===== src/core/bus_config_defines.vh =====
// What this block does
// power-up loads bus configuration with 9d1f
// select pin high, address 10 picks register
// third write data 0001 targets bus configuration
// third data 0000/0001/0002 picks refresh/bus/identification
// bit 15: 0 synchronous burst, 1 asynchronous
// bit 14: 0 variable, 1 fixed latency
// bits 13-11 codes 010-110 give latency 2-6
// bit 10 sets wait indicator polarity
// bit 8: wait during delay or one early
// bit 3: 0 wrap, 1 linear burst
// bits 2-0 give 4/8/16/32 or continuous
// length and wrap govern reads and writes
// continuous burst runs to the row end
// linear fixed burst stops at row end
// wrap steps low bits inside aligned block
// select pin low routes operations to array
// software sequence: two reads, two writes, top
// controller writes zero into reserved bits
// register holds value, reads back unchanged
//
// Purpose: constants of the bus configuration block
// Assumes: 16-bit data, 22-bit word address
// Notes:   included by core/bus_config.v
`ifndef BUS_CONFIG_DEFINES_VH
`define BUS_CONFIG_DEFINES_VH

// ****************************************
// reset values
// ****************************************
`define BCFG_RESET      16'h9d1f
`define RCFG_RESET      16'h0010
// identification value is arbitrary
`define IDENT_VALUE     16'h0a5c

// ****************************************
// register select by address
// ****************************************
`define SEL_HI          19
`define SEL_LO          18
`define SEL_RCFG        2'b00
`define SEL_IDENT       2'b01
`define SEL_BCFG        2'b10

// ****************************************
// software sequence
// ****************************************
`define SW_ADDR         22'h3fffff
`define SW_RCFG         16'h0000
`define SW_BCFG         16'h0001
`define SW_IDENT        16'h0002

// ****************************************
// bus configuration fields
// ****************************************
`define F_MODE          15
`define F_LAT_TYPE      14
`define F_LAT_HI        13
`define F_LAT_LO        11
`define F_WAIT_POL      10
`define F_WAIT_CFG      8
`define F_WRAP_OFF      3
`define F_BL_HI         2
`define F_BL_LO         0
`define LAT_MIN         3'h2
`define LAT_MAX         3'h6
`define LAT_DEFAULT     3'h3
`define BL_4            3'h1
`define BL_8            3'h2
`define BL_16           3'h3
`define BL_32           3'h4

// ****************************************
// geometry
// ****************************************
`define ADDR_W          22
`define DATA_W          16
`define ROW_BITS        8
`define FIFO_DEPTH      16
`define FIFO_AW         4

`endif


===== src/core/word_fifo.v =====
// Purpose: synchronous fifo with valid/ready on both sides
// Assumes: depth is a power of two, aw = log2(depth)
// Notes:   full and empty come straight from the count
`default_nettype none

module word_fifo #(
  parameter W     = 39,
  parameter DEPTH = 16,
  parameter AW    = 4
) (
  // clock and reset
  input  wire         clock,
  input  wire         nrst,
  // filling side
  input  wire         in_valid,
  output wire         in_ready,
  input  wire [W-1:0] in_data,
  // draining side
  output wire         out_valid,
  input  wire         out_ready,
  output wire [W-1:0] out_data
);

  reg [W-1:0] mem [0:DEPTH-1];
  reg [AW-1:0] wr_q;
  reg [AW-1:0] rd_q;
  reg [AW:0]   cnt_q;
  wire         push;
  wire         pop;

  assign in_ready  = (cnt_q != DEPTH[AW:0]);
  assign out_valid = (cnt_q != {(AW+1){1'b0}});
  assign out_data  = mem[rd_q];
  assign push      = in_valid & in_ready;
  assign pop       = out_valid & out_ready;

  always @(posedge clock) begin
    if (push) begin
      mem[wr_q] <= in_data;
    end
  end

  always @(posedge clock or negedge nrst) begin
    if (!nrst) begin
      wr_q  <= {AW{1'b0}};
      rd_q  <= {AW{1'b0}};
      cnt_q <= {(AW+1){1'b0}};
    end else begin
      if (push) begin
        wr_q <= wr_q + {{(AW-1){1'b0}}, 1'b1};
      end
      if (pop) begin
        rd_q <= rd_q + {{(AW-1){1'b0}}, 1'b1};
      end
      if (push && !pop) begin
        cnt_q <= cnt_q + {{AW{1'b0}}, 1'b1};
      end else if (pop && !push) begin
        cnt_q <= cnt_q - {{AW{1'b0}}, 1'b1};
      end
    end
  end

endmodule

`default_nettype wire


===== src/core/bus_config.v =====
// Purpose: bus configuration register and burst address sequencer
// Assumes: pins are asynchronous to clock and pass two flip-flops
// Notes:   array operations leave through a 16-word fifo
`include "bus_config_defines.vh"
`default_nettype none

module bus_config (
  // clock and reset
  input  wire                clock,
  input  wire                nrst,
  // memory pins
  input  wire                register_space_select,
  input  wire                ce_n,
  input  wire                we_n,
  input  wire                oe_n,
  input  wire                adv_n,
  input  wire [`ADDR_W-1:0]  addr,
  input  wire [`DATA_W-1:0]  dq_in,
  output wire [`DATA_W-1:0]  dq_out,
  output wire                dq_oe,
  output wire                wait_out,
  output wire                wait_oe,
  // array operation stream
  output wire                array_valid,
  input  wire                array_ready,
  output wire                array_we,
  output wire [`ADDR_W-1:0]  array_addr,
  output wire [`DATA_W-1:0]  array_wdata,
  // decoded configuration
  output wire [`DATA_W-1:0]  bus_configuration,
  output wire                sync_mode,
  output wire                fixed_latency,
  output wire [2:0]          latency_count,
  output wire                wrap_enable,
  output wire [5:0]          burst_words
);

  // ****************************************
  // states
  // ****************************************
  localparam [3:0] S_IDLE  = 4'b0001;
  localparam [3:0] S_READ1 = 4'b0010;
  localparam [3:0] S_READ2 = 4'b0100;
  localparam [3:0] S_WRITE = 4'b1000;

  // ****************************************
  // functions
  // ****************************************
  function [5:0] burst_len;
    input [2:0] code;
    begin
      case (code)
        `BL_4:   burst_len = 6'h04;
        `BL_8:   burst_len = 6'h08;
        `BL_16:  burst_len = 6'h10;
        `BL_32:  burst_len = 6'h20;
        default: burst_len = 6'h00;
      endcase
    end
  endfunction

  function [2:0] lat_value;
    input [2:0] code;
    begin
      if (code >= `LAT_MIN && code <= `LAT_MAX) begin
        lat_value = code;
      end else begin
        lat_value = `LAT_DEFAULT;
      end
    end
  endfunction

  function [`ADDR_W-1:0] next_addr;
    input [`ADDR_W-1:0] a;
    input [5:0]         len;
    input               wrap;
    reg   [5:0]         t;
    reg   [4:0]         m;
    reg   [4:0]         inc;
    begin
      t   = len - 6'h01;
      m   = t[4:0];
      inc = a[4:0] + 5'h01;
      if (wrap && len != 6'h00) begin
        next_addr = {a[`ADDR_W-1:5], (a[4:0] & ~m) | (inc & m)};
      end else begin
        next_addr = a + 22'h000001;
      end
    end
  endfunction

  // ****************************************
  // pin synchronisers
  // ****************************************
  reg [4:0]                  ctl_m_q;
  reg [4:0]                  ctl_s_q;
  reg [`ADDR_W+`DATA_W-1:0]  dat_m_q;
  reg [`ADDR_W+`DATA_W-1:0]  dat_s_q;
  reg                        ce_prev_q;
  wire                       cre_s;
  wire                       adv_s_n;
  wire                       oe_s_n;
  wire                       we_s_n;
  wire                       ce_s_n;
  wire [`ADDR_W-1:0]         addr_s;
  wire [`DATA_W-1:0]         dq_s;

  always @(posedge clock or negedge nrst) begin
    if (!nrst) begin
      ctl_m_q   <= 5'h0f;
      ctl_s_q   <= 5'h0f;
      dat_m_q   <= {(`ADDR_W+`DATA_W){1'b0}};
      dat_s_q   <= {(`ADDR_W+`DATA_W){1'b0}};
      ce_prev_q <= 1'b1;
    end else begin
      ctl_m_q   <= {register_space_select, adv_n, oe_n, we_n, ce_n};
      ctl_s_q   <= ctl_m_q;
      dat_m_q   <= {addr, dq_in};
      dat_s_q   <= dat_m_q;
      ce_prev_q <= ce_s_n;
    end
  end

  assign {cre_s, adv_s_n, oe_s_n, we_s_n, ce_s_n} = ctl_s_q;
  assign {addr_s, dq_s} = dat_s_q;

  // ****************************************
  // operation capture
  // ****************************************
  reg                  op_wr_q;
  reg                  op_cre_q;
  reg [`ADDR_W-1:0]    op_addr_q;
  reg [`DATA_W-1:0]    op_dq_q;
  wire                 op_start;
  wire                 op_end;
  wire                 sw_hit;

  assign op_start = ce_prev_q & ~ce_s_n;
  assign op_end   = ~ce_prev_q & ce_s_n;
  assign sw_hit   = ~op_cre_q && (op_addr_q == `SW_ADDR);

  always @(posedge clock or negedge nrst) begin
    if (!nrst) begin
      op_wr_q   <= 1'b0;
      op_cre_q  <= 1'b0;
      op_addr_q <= {`ADDR_W{1'b0}};
      op_dq_q   <= {`DATA_W{1'b0}};
    end else if (!ce_s_n) begin
      op_wr_q   <= (op_start ? 1'b0 : op_wr_q) | ~we_s_n;
      op_cre_q  <= cre_s;
      op_addr_q <= addr_s;
      op_dq_q   <= dq_s;
    end
  end

  // ****************************************
  // registers and software sequence
  // ****************************************
  reg [`DATA_W-1:0]  bcfg_q;
  reg [`DATA_W-1:0]  rcfg_q;
  reg [3:0]          st_q;
  reg [3:0]          st_d;
  reg [1:0]          sw_sel_q;
  reg [1:0]          sw_sel_d;
  reg                wr_en;
  reg [1:0]          wr_sel;
  reg [`DATA_W-1:0]  wr_data;

  function [`DATA_W-1:0] reg_read;
    input [1:0] sel;
    begin
      case (sel)
        `SEL_BCFG:  reg_read = bcfg_q;
        `SEL_RCFG:  reg_read = rcfg_q;
        `SEL_IDENT: reg_read = `IDENT_VALUE;
        default:    reg_read = {`DATA_W{1'b0}};
      endcase
    end
  endfunction

  always @* begin
    st_d     = st_q;
    sw_sel_d = sw_sel_q;
    wr_en    = 1'b0;
    wr_sel   = `SEL_BCFG;
    wr_data  = op_dq_q;
    if (op_end) begin
      if (op_cre_q && op_wr_q) begin
        wr_en   = 1'b1;
        wr_sel  = op_addr_q[`SEL_HI:`SEL_LO];
        wr_data = op_addr_q[`DATA_W-1:0];
      end
      if (!sw_hit) begin
        st_d = S_IDLE;
      end else begin
        case (st_q)
          S_IDLE:  st_d = op_wr_q ? S_IDLE : S_READ1;
          S_READ1: st_d = op_wr_q ? S_IDLE : S_READ2;
          S_READ2: begin
            st_d = S_IDLE;
            if (op_wr_q) begin
              st_d = S_WRITE;
              case (op_dq_q)
                `SW_RCFG:  sw_sel_d = `SEL_RCFG;
                `SW_BCFG:  sw_sel_d = `SEL_BCFG;
                `SW_IDENT: sw_sel_d = `SEL_IDENT;
                default:   st_d = S_IDLE;
              endcase
            end
          end
          S_WRITE: begin
            st_d = S_IDLE;
            if (op_wr_q) begin
              wr_en  = 1'b1;
              wr_sel = sw_sel_q;
            end
          end
          default: st_d = S_IDLE;
        endcase
      end
    end
  end

  always @(posedge clock or negedge nrst) begin
    if (!nrst) begin
      bcfg_q   <= `BCFG_RESET;
      rcfg_q   <= `RCFG_RESET;
      st_q     <= S_IDLE;
      sw_sel_q <= `SEL_BCFG;
    end else begin
      st_q     <= st_d;
      sw_sel_q <= sw_sel_d;
      if (wr_en && wr_sel == `SEL_BCFG) begin
        bcfg_q <= wr_data;
      end
      if (wr_en && wr_sel == `SEL_RCFG) begin
        rcfg_q <= wr_data;
      end
    end
  end

  // ****************************************
  // decoded fields
  // ****************************************
  assign bus_configuration = bcfg_q;
  assign sync_mode     = ~bcfg_q[`F_MODE];
  assign fixed_latency = bcfg_q[`F_LAT_TYPE];
  assign latency_count = lat_value(bcfg_q[`F_LAT_HI:`F_LAT_LO]);
  assign wrap_enable   = ~bcfg_q[`F_WRAP_OFF];
  assign burst_words   = burst_len(bcfg_q[`F_BL_HI:`F_BL_LO]);

  // ****************************************
  // register read drive
  // ****************************************
  reg [`DATA_W-1:0]  dq_out_q;
  reg                dq_oe_q;
  wire               sw_rd;

  assign sw_rd = (st_q == S_WRITE) && ~cre_s && (addr_s == `SW_ADDR);

  always @(posedge clock or negedge nrst) begin
    if (!nrst) begin
      dq_out_q <= {`DATA_W{1'b0}};
      dq_oe_q  <= 1'b0;
    end else begin
      dq_oe_q  <= ~ce_s_n & ~oe_s_n & we_s_n & (cre_s | sw_rd);
      if (cre_s) begin
        dq_out_q <= reg_read(addr_s[`SEL_HI:`SEL_LO]);
      end else begin
        dq_out_q <= reg_read(sw_sel_q);
      end
    end
  end

  assign dq_out = dq_out_q;
  assign dq_oe  = dq_oe_q;

  // ****************************************
  // burst sequencer
  // ****************************************
  reg                 busy_q;
  reg [`ADDR_W-1:0]   cur_q;
  reg [5:0]           cnt_q;
  reg [2:0]           lat_q;
  reg                 dir_q;
  reg                 pend_q;
  reg                 slot_v_q;
  reg [`ADDR_W+`DATA_W:0] slot_q;
  reg                 wait_q;
  reg                 wait_oe_q;
  wire                fifo_ready;
  wire                slot_free;
  wire                row_end;
  wire                burst_last;
  wire                burst_go;
  wire                delay;
  wire                async_fwd;
  wire                wait_early;

  assign slot_free  = ~slot_v_q | fifo_ready;
  assign row_end    = &cur_q[`ROW_BITS-1:0];
  assign burst_go   = busy_q && lat_q == 3'h0 && slot_free && ~ce_s_n;
  assign burst_last = (burst_words == 6'h00) ? row_end :
                      (wrap_enable ? (cnt_q == burst_words - 6'h01)
                                   : (row_end ||
                                      cnt_q == burst_words - 6'h01));
  assign async_fwd  = op_end && ~sync_mode && ~op_cre_q &&
                      !(sw_hit && (st_q == S_READ2 || st_q == S_WRITE));
  assign delay      = busy_q && (wait_early ? (lat_q > 3'h1 || ~slot_free)
                                            : (lat_q != 3'h0 || ~slot_free));

  assign wait_early = bcfg_q[`F_WAIT_CFG];

  always @(posedge clock or negedge nrst) begin
    if (!nrst) begin
      busy_q    <= 1'b0;
      cur_q     <= {`ADDR_W{1'b0}};
      cnt_q     <= 6'h00;
      lat_q     <= 3'h0;
      dir_q     <= 1'b0;
      pend_q    <= 1'b0;
      slot_v_q  <= 1'b0;
      slot_q    <= {(`ADDR_W+`DATA_W+1){1'b0}};
      wait_q    <= 1'b0;
      wait_oe_q <= 1'b0;
    end else begin
      if (fifo_ready) begin
        slot_v_q <= 1'b0;
      end
      if (async_fwd) begin
        pend_q <= 1'b1;
      end
      if (op_start && sync_mode && ~cre_s && ~adv_s_n) begin
        busy_q <= 1'b1;
        cur_q  <= addr_s;
        cnt_q  <= 6'h00;
        lat_q  <= latency_count;
        dir_q  <= ~we_s_n;
      end else if (busy_q && ce_s_n) begin
        busy_q <= 1'b0;
      end else if (busy_q && lat_q != 3'h0) begin
        lat_q <= lat_q - 3'h1;
      end else if (burst_go) begin
        slot_v_q <= 1'b1;
        slot_q   <= {dir_q, cur_q, dq_s};
        cnt_q    <= cnt_q + 6'h01;
        cur_q    <= next_addr(cur_q, burst_words, wrap_enable);
        if (burst_last) begin
          busy_q <= 1'b0;
        end
      end
      if (pend_q && slot_free && !burst_go) begin
        pend_q   <= 1'b0;
        slot_v_q <= 1'b1;
        slot_q   <= {op_wr_q, op_addr_q, op_dq_q};
      end
      wait_oe_q <= sync_mode & ~ce_s_n & ~cre_s;
      wait_q    <= bcfg_q[`F_WAIT_POL] ? delay : ~delay;
    end
  end

  assign wait_out = wait_q;
  assign wait_oe  = wait_oe_q;

  // ****************************************
  // array fifo
  // ****************************************
  word_fifo #(
    .W     (`ADDR_W+`DATA_W+1),
    .DEPTH (`FIFO_DEPTH),
    .AW    (`FIFO_AW)
  ) u_fifo (
    .clock     (clock),
    .nrst      (nrst),
    .in_valid  (slot_v_q),
    .in_ready  (fifo_ready),
    .in_data   (slot_q),
    .out_valid (array_valid),
    .out_ready (array_ready),
    .out_data  ({array_we, array_addr, array_wdata})
  );

endmodule

`default_nettype wire


===== config.mk =====
export PLATFORM = sky130hd
export DESIGN_NAME = bus_config
export DESIGN_NICKNAME = d
export VERILOG_FILES = /design/src/core/word_fifo.v /design/src/core/bus_config.v
export VERILOG_INCLUDE_DIRS = /design/src /design/src/core
export SDC_FILE = /design/constraint.sdc
export NUM_CORES = 1
export LEC_CHECK = 0
export ABC_CLOCK_PERIOD_IN_PS = 6500
export BUFFER_PORTS_ARGS = -buffer_cell sky130_fd_sc_hd__buf_2
export CAP_MARGIN = 10
export CORE_ASPECT_RATIO = 0.9
export CORE_MARGIN = 2
export CORE_UTILIZATION = 55
export DETAILED_ROUTE_END_ITERATION = 7
export HOLD_SLACK_MARGIN = 0.08
export PLACE_DENSITY = 0.72
export SYNTH_ARGS = -nofsm -noshare
export SYNTH_HDL_FRONTEND = slang
export SYNTH_SLANG_ARGS = --single-unit

===== constraint.sdc =====
create_clock -name clock -period 6.5 [get_ports clock]
set_clock_uncertainty 0.15 [all_clocks]
set_input_delay 0.65 -clock clock [delete_from_list [all_inputs] [get_ports clock]]
set_output_delay 0.65 -clock clock [all_outputs]
set_load 0.02 [all_outputs]

After elaboration in Yosys (flattened, before gate mapping)
Memory sizes are Yosys's and may differ from the RTL's. Index checks and enable logic that the tools add are counted.

Eq/ne operators: 26. Multiplexer cells: 63. Bitwise operators: 28. Add/subtract/negate cells: 9. Reduce and logical (&&, ||, !) cells: 58. Magnitude comparators: 3.

Operators by type and width (number): 39-bit 2-to-1 mux (5); 22-bit 2-to-1 mux (5); 16-bit case mux with 3 select lines (2); 16-bit 2-to-1 mux (3); 22-bit equality test (second input constant) (2); 1-bit logical AND (25); 1-bit 2-to-1 mux (25); 6-bit 2-to-1 mux (4); 6-bit case mux with 4 select lines (1); 22-bit by 1-bit adder with 22-bit output (second input constant) (1); 16-bit by 1-bit equality test with 1-bit output (second input constant) (1); 16-bit by 2-bit equality test with 1-bit output (second input constant) (1); 16-bit zero test (1); 3-bit 2-to-1 mux (5); 2-bit 2-to-1 mux (6); 4-bit 2-to-1 mux (3); 1-bit inverter (12); 4-bit case mux with 3 select lines (1); 3-bit nonzero test (4); 5-bit by 1-bit adder with 5-bit output (second input constant) (2); 5-bit bitwise AND (2); 5-bit 2-to-1 mux (2); 2-bit nonzero test (5); 1-bit bitwise AND (9); 39 further kinds (60).

Flip-flop bits (word level): 271. Memories: 1. Bits in writable memories: 624. Output and inout port bits: 87. Logic and storage cells: 217. Bits of input ports: 46.

Memories: u_fifo.mem (words 16, bits a word 39, read ports 1, clocked after Yosys merged registers in 0, wr ports 1, line word_fifo.v:24) `reg [W-1:0] mem [0:DEPTH-1];`.

Logic depth before layout (Yosys ltp)
Depth in word-level cells: 12. Mapped depth: 12. Depth with buffers taken out: 12.

Hierarchy
A second synthesis with hierarchy kept.

Cell total of the unflattened synthesis: 2074. Area, all modules: 35251.3 sq um.

By module, submodules not included: word_fifo (seq. area each 19063.3 sq um, cells an instance 1207, instances 1, area an instance 24730.0 sq um); bus_config (seq. area each 6483.7 sq um, cells an instance 867, instances 1, area an instance 10521.3 sq um).

Worst setup path before layout
Ideal clock, no wire load.

Path type: register to register. Start: register u_fifo.cnt_q[0]. End: memory u_fifo.mem[3][0] (enable). Setup slack: 1978 ps. Clock period less this slack: 4522 ps. Path buffers: 0. Stages on the path, launching flop included: 5. Setup time: 484 ps. Data arrival time: 3889 ps. Data required time: 5866 ps. Cells stage by stage: dfrtp_1 > nor4_1 > a21boi_1 > nand2_1 > nor3_1.

Word-level cells in the longest chain between the ends: 4.

RTL lines: from (decl) (line word_fifo.v:27) `reg [AW:0] cnt_q;`; from (signal assigned) (line word_fifo.v:47) `cnt_q <= {(AW+1){1'b0}};`; from (signal assigned) (line word_fifo.v:56) `cnt_q <= cnt_q + {{AW{1'b0}}, 1'b1};`; from (signal assigned) (line word_fifo.v:58) `cnt_q <= cnt_q - {{AW{1'b0}}, 1'b1};`; 5-bit inequality test (line word_fifo.v:31) `assign in_ready = (cnt_q != DEPTH[AW:0]);`; 1-bit bitwise AND (line word_fifo.v:34) `assign push = in_valid & in_ready;`; net u_fifo.push (line word_fifo.v:28) `wire push;`; 1-bit 2-to-1 mux (line word_fifo.v:38) `if (push) begin`; 1-bit 2-to-1 mux (implied by the code) (line word_fifo.v:39) `mem[wr_q] <= in_data;`; to (decl) (line word_fifo.v:24).

The timed path passes the listed nets, and every way through them passes these cells.

Worst setup path after layout
Start: register u_fifo.rd_q[1]. End: output port array_addr[21].

Word-level cells in the longest chain between the ends: 1.

RTL lines: from (decl) (line word_fifo.v:26) `reg [AW-1:0] rd_q;`; from (signal assigned) (line word_fifo.v:46) `rd_q <= {AW{1'b0}};`; from (signal assigned) (line word_fifo.v:53) `rd_q <= rd_q + {{(AW-1){1'b0}}, 1'b1};`; memory 16 x 39 bit; to (decl) (line bus_config.v:27) `` output wire [`ADDR_W-1:0] array_addr, ``.

No other way between the ends.

==> reports/metrics.yaml <==
run_status:
  status: "finished, final reports clean"
layout:
  layout-drive-gt1-share_pct: 28.5
  layout_commonest_cell: "edfxtp_1"
  final_cells: 2977
  post-route-util_pct: 63.7
  diodes: 0
  nets: 2125
  final_cell_mix: "edfxtp_1, dfrtp_1, mux4_2"
  syn2layout_area_growth_pct: 14.9
setup_path:
  crit_arrival_ps: 3550
  endpoint: "array_addr[21]"
  cp_max_fo: 80
  startpoint: "u_fifo.rd_q[1]$_DFFE_PN0P_"
  crit_chain: "buf_12 -> mux4_2 -> mux4_2 -> buf_2"
  ff2ff_path_depth: 6
  endpoint_kind: "output pin"
  crit_buf_inv: 2
  rr_startpoint: "ctl_s_q[0]$_DFF_PN1_"
  ff2ff_setup_slack_ps: 2620
  crit_cells: 4
  cp_slowest_cell: "dfrtp_4"
  critPathKind: "reg2out"
  r2r-end: "bus_configuration[14]$_DFFE_PN0P_"
  critPathTopFamily: "flip-flops"
  startpoint_type: "flop"
  critPathMaxStageDelay_ps: 1190
  crit_top_cell: "mux4_2"
  required_ps: 5700
grt:
  grt_pass1_wl_mm: 117
  grt_pass1_vias: 18500
  grt_antenna_before_repair: 0
  grt_use_total_pct: 24.4
  grt_overflow: 0
  grt_max_degree: 178
routing:
  drc_errors: 0
  drt_wl_total_mm: 77.3
  drt-pass1-iter-count: 5
  vias: 18000
  drt-vias-per-instance: 6.05
  drtIter0Drc: 1676
  antenna_left: 0
  wl_per_cell_um: 26.0
placement:
  post-place-ws_ps: 2750
  dp_cells: 2776
  port_buffers: 130
  detailed_place_hpwl_mm: 43.3
  place.gp.congestion: 0.858
synthesis:
  yosysWarnings: 0
  netlist_area_um2: 34600
  synth-seq-cells: 895
  netlist_instances: 1868
  synth_edf_count: 624
  async_flop_share_pct: 30.3
  ys_types: 69
  ys_seq_area_share_pct: 73.8
  syn_avg_cell_area_um2: 18.5
  synthFlopType: "edfxtp_1"
power_and_ir_drop:
  p_leak_uw: 0.0141
  irDropWorstVdd_mv: 0.338
  p_per_area_nw_per_um2: 453
floorplanning:
  dieArea_um2: 65000
  start_util_pct: 55.4
  ioPinCount: 133
  die_h_um: 242
  rows: 87
  die_x_um: 268
  core_area_um2: 62500
flow_run:
  maxCapViolCount: 0
timing:
  timing.setup.tns_ps: 0
  drv_slew: 0
  rsz0062_at_grt: "no"
  min_period_ps: 4350
  layout_setup_ws_ps: 2150
  finalHoldViolCount: 0
  clock.fmax_mhz: 230
  worst_pin_slew_ps: 1200
  post-route-period-util_pct: 66.9
  max-slew-margin-rel_pct: 19.9
  finalSetupViolCount: 0
cts:
  cts_tree: "done"
  cts-resized-gates: 0
  cts.sinks: 895
  clk_pin_slew_ps: 60
  post_cts_buffers: 0
  cts_made_buffers: 86
  ctsLongestPathBuffers: 3
  root_buffer: "clkbuf_16"
  cts_hold_buf: 44
  h-tree-depth: 3
  clkLatencyLatePin_ps: 630
hold_path:
  min_path_type: "reg2reg"
-- synthesized netlist by cell type, drive strengths merged (3+ instances only) --
cell type    n  share of area [%]
o31ai        3              0.065
edfxtp     624                 54
a21boi       4              0.098
clkbuf      47               0.51
buf         51               0.78
a31oi       24               0.45
nor4b        3              0.076
xnor2       28               0.71
mux2        62                2.1
xor2        13               0.33
dfrtp      249                 18
dfstp       22                1.7
o22ai       38               0.69
mux4       195                 13
nand4       17               0.31
nor2        80               0.87
nor2b        5              0.090
nor4        17               0.35
o21ai       28               0.40
nand2b       6               0.11
nand3b       4              0.087
a2bb2oi     15               0.38
nor3b        4               0.10
ha          15               0.54
a22o        10               0.25
a21oi       44               0.64
a211oi       7               0.15
nand3       13               0.19
and3         3              0.054
inv         41               0.44
or3          9               0.16
nand2      144                1.6
a21o         4              0.087
nor3        11               0.16
-- flip-flops by register name (all words and copies together), names as in the netlist, 2 cells and up, named ones only --
signal             count
u_fifo.mem           624
slot_q                39
dat_m_q               38
dat_s_q               38
op_addr_q             22
cur_q                 19
bus_configuration     16
dq_out                16
op_dq_q               16
rcfg_q                16
cnt_q                  6
ctl_m_q                5
ctl_s_q                5
u_fifo.cnt_q           5
st_q                   4
u_fifo.rd_q            4
u_fifo.wr_q            4
lat_q                  3
sw_sel_q               2
-- worst min path at each step --
stage                           from               endpoint  cells past startpoint
5_1_grt        dat_m_q[11]$_DFF_PN0_  dat_s_q[11]$_DFF_PN0_                      0
4_1_cts        dat_m_q[11]$_DFF_PN0_  dat_s_q[11]$_DFF_PN0_                      0
3_5_place_dp   dat_m_q[11]$_DFF_PN0_  dat_s_q[11]$_DFF_PN0_                      0
6_report       dat_m_q[11]$_DFF_PN0_  dat_s_q[11]$_DFF_PN0_                      0
2_1_floorplan   ctl_m_q[4]$_DFF_PN0_   ctl_s_q[4]$_DFF_PN0_                      0
3_3_place_gp   dat_m_q[35]$_DFF_PN0_  dat_s_q[35]$_DFF_PN0_                      0
-- final cells by class --
cell class / instances / area, um2
clock buffer: 111 / 2390
clock inverter: 46 / 638
multi-input combinational: 835 / 8610
inverter: 41 / 154
tap: 845 / 1060
fill: 4341 / 22700
sequential: 895 / 25600
timing repair buffer: 204 / 1380
-- stage by stage --
step                      total power (uW)  area (um2)  hold WS [ps]
after global placement               12700       36300           183
after floorplan                      11300       34600           181
final                                18000       39800           192
after global routing                 18800       39800           196
after CTS                            18100       39800           198
after detailed placement             12800       36300           185
-- worst register-to-register path: stages, from the launching register on --
cell and delay (ps):
dfstp_2 510, buf_4 520, nand2b_1 420, nor2_2 1020, nand2_1 670, o22ai_1 250
o2bb2a_1 240
-- where the power goes --
part,switching (uW),internal (uW)
clock,2100,3200
combinational,2100,2020
sequential,1260,7360
-- metal layers --
metal	vias up	global-route usage [%]	share of wire, %
li1	7726	-	-
met1	9393	34.7	41
met3	145	4.11	6.5
met2	747	39.2	50
met4	0	7.40	2.9
met5	-	0	0
-- kinds of logic after synthesis --
group / count (synthesis) / share of synthesized area [%]
DFF: 895 / 73.8
and+or+nand+nor: 329 / 4.48
xor gates and xnor gates: 41 / 1.04
buffers and inverters: 139 / 1.73
adders and majority gates: 16 / 0.600
other: 1 / 0.0108
AOI/OAI and AO/OA: 190 / 3.56
muxes: 257 / 14.8
(Power assumes the default switching activity.)
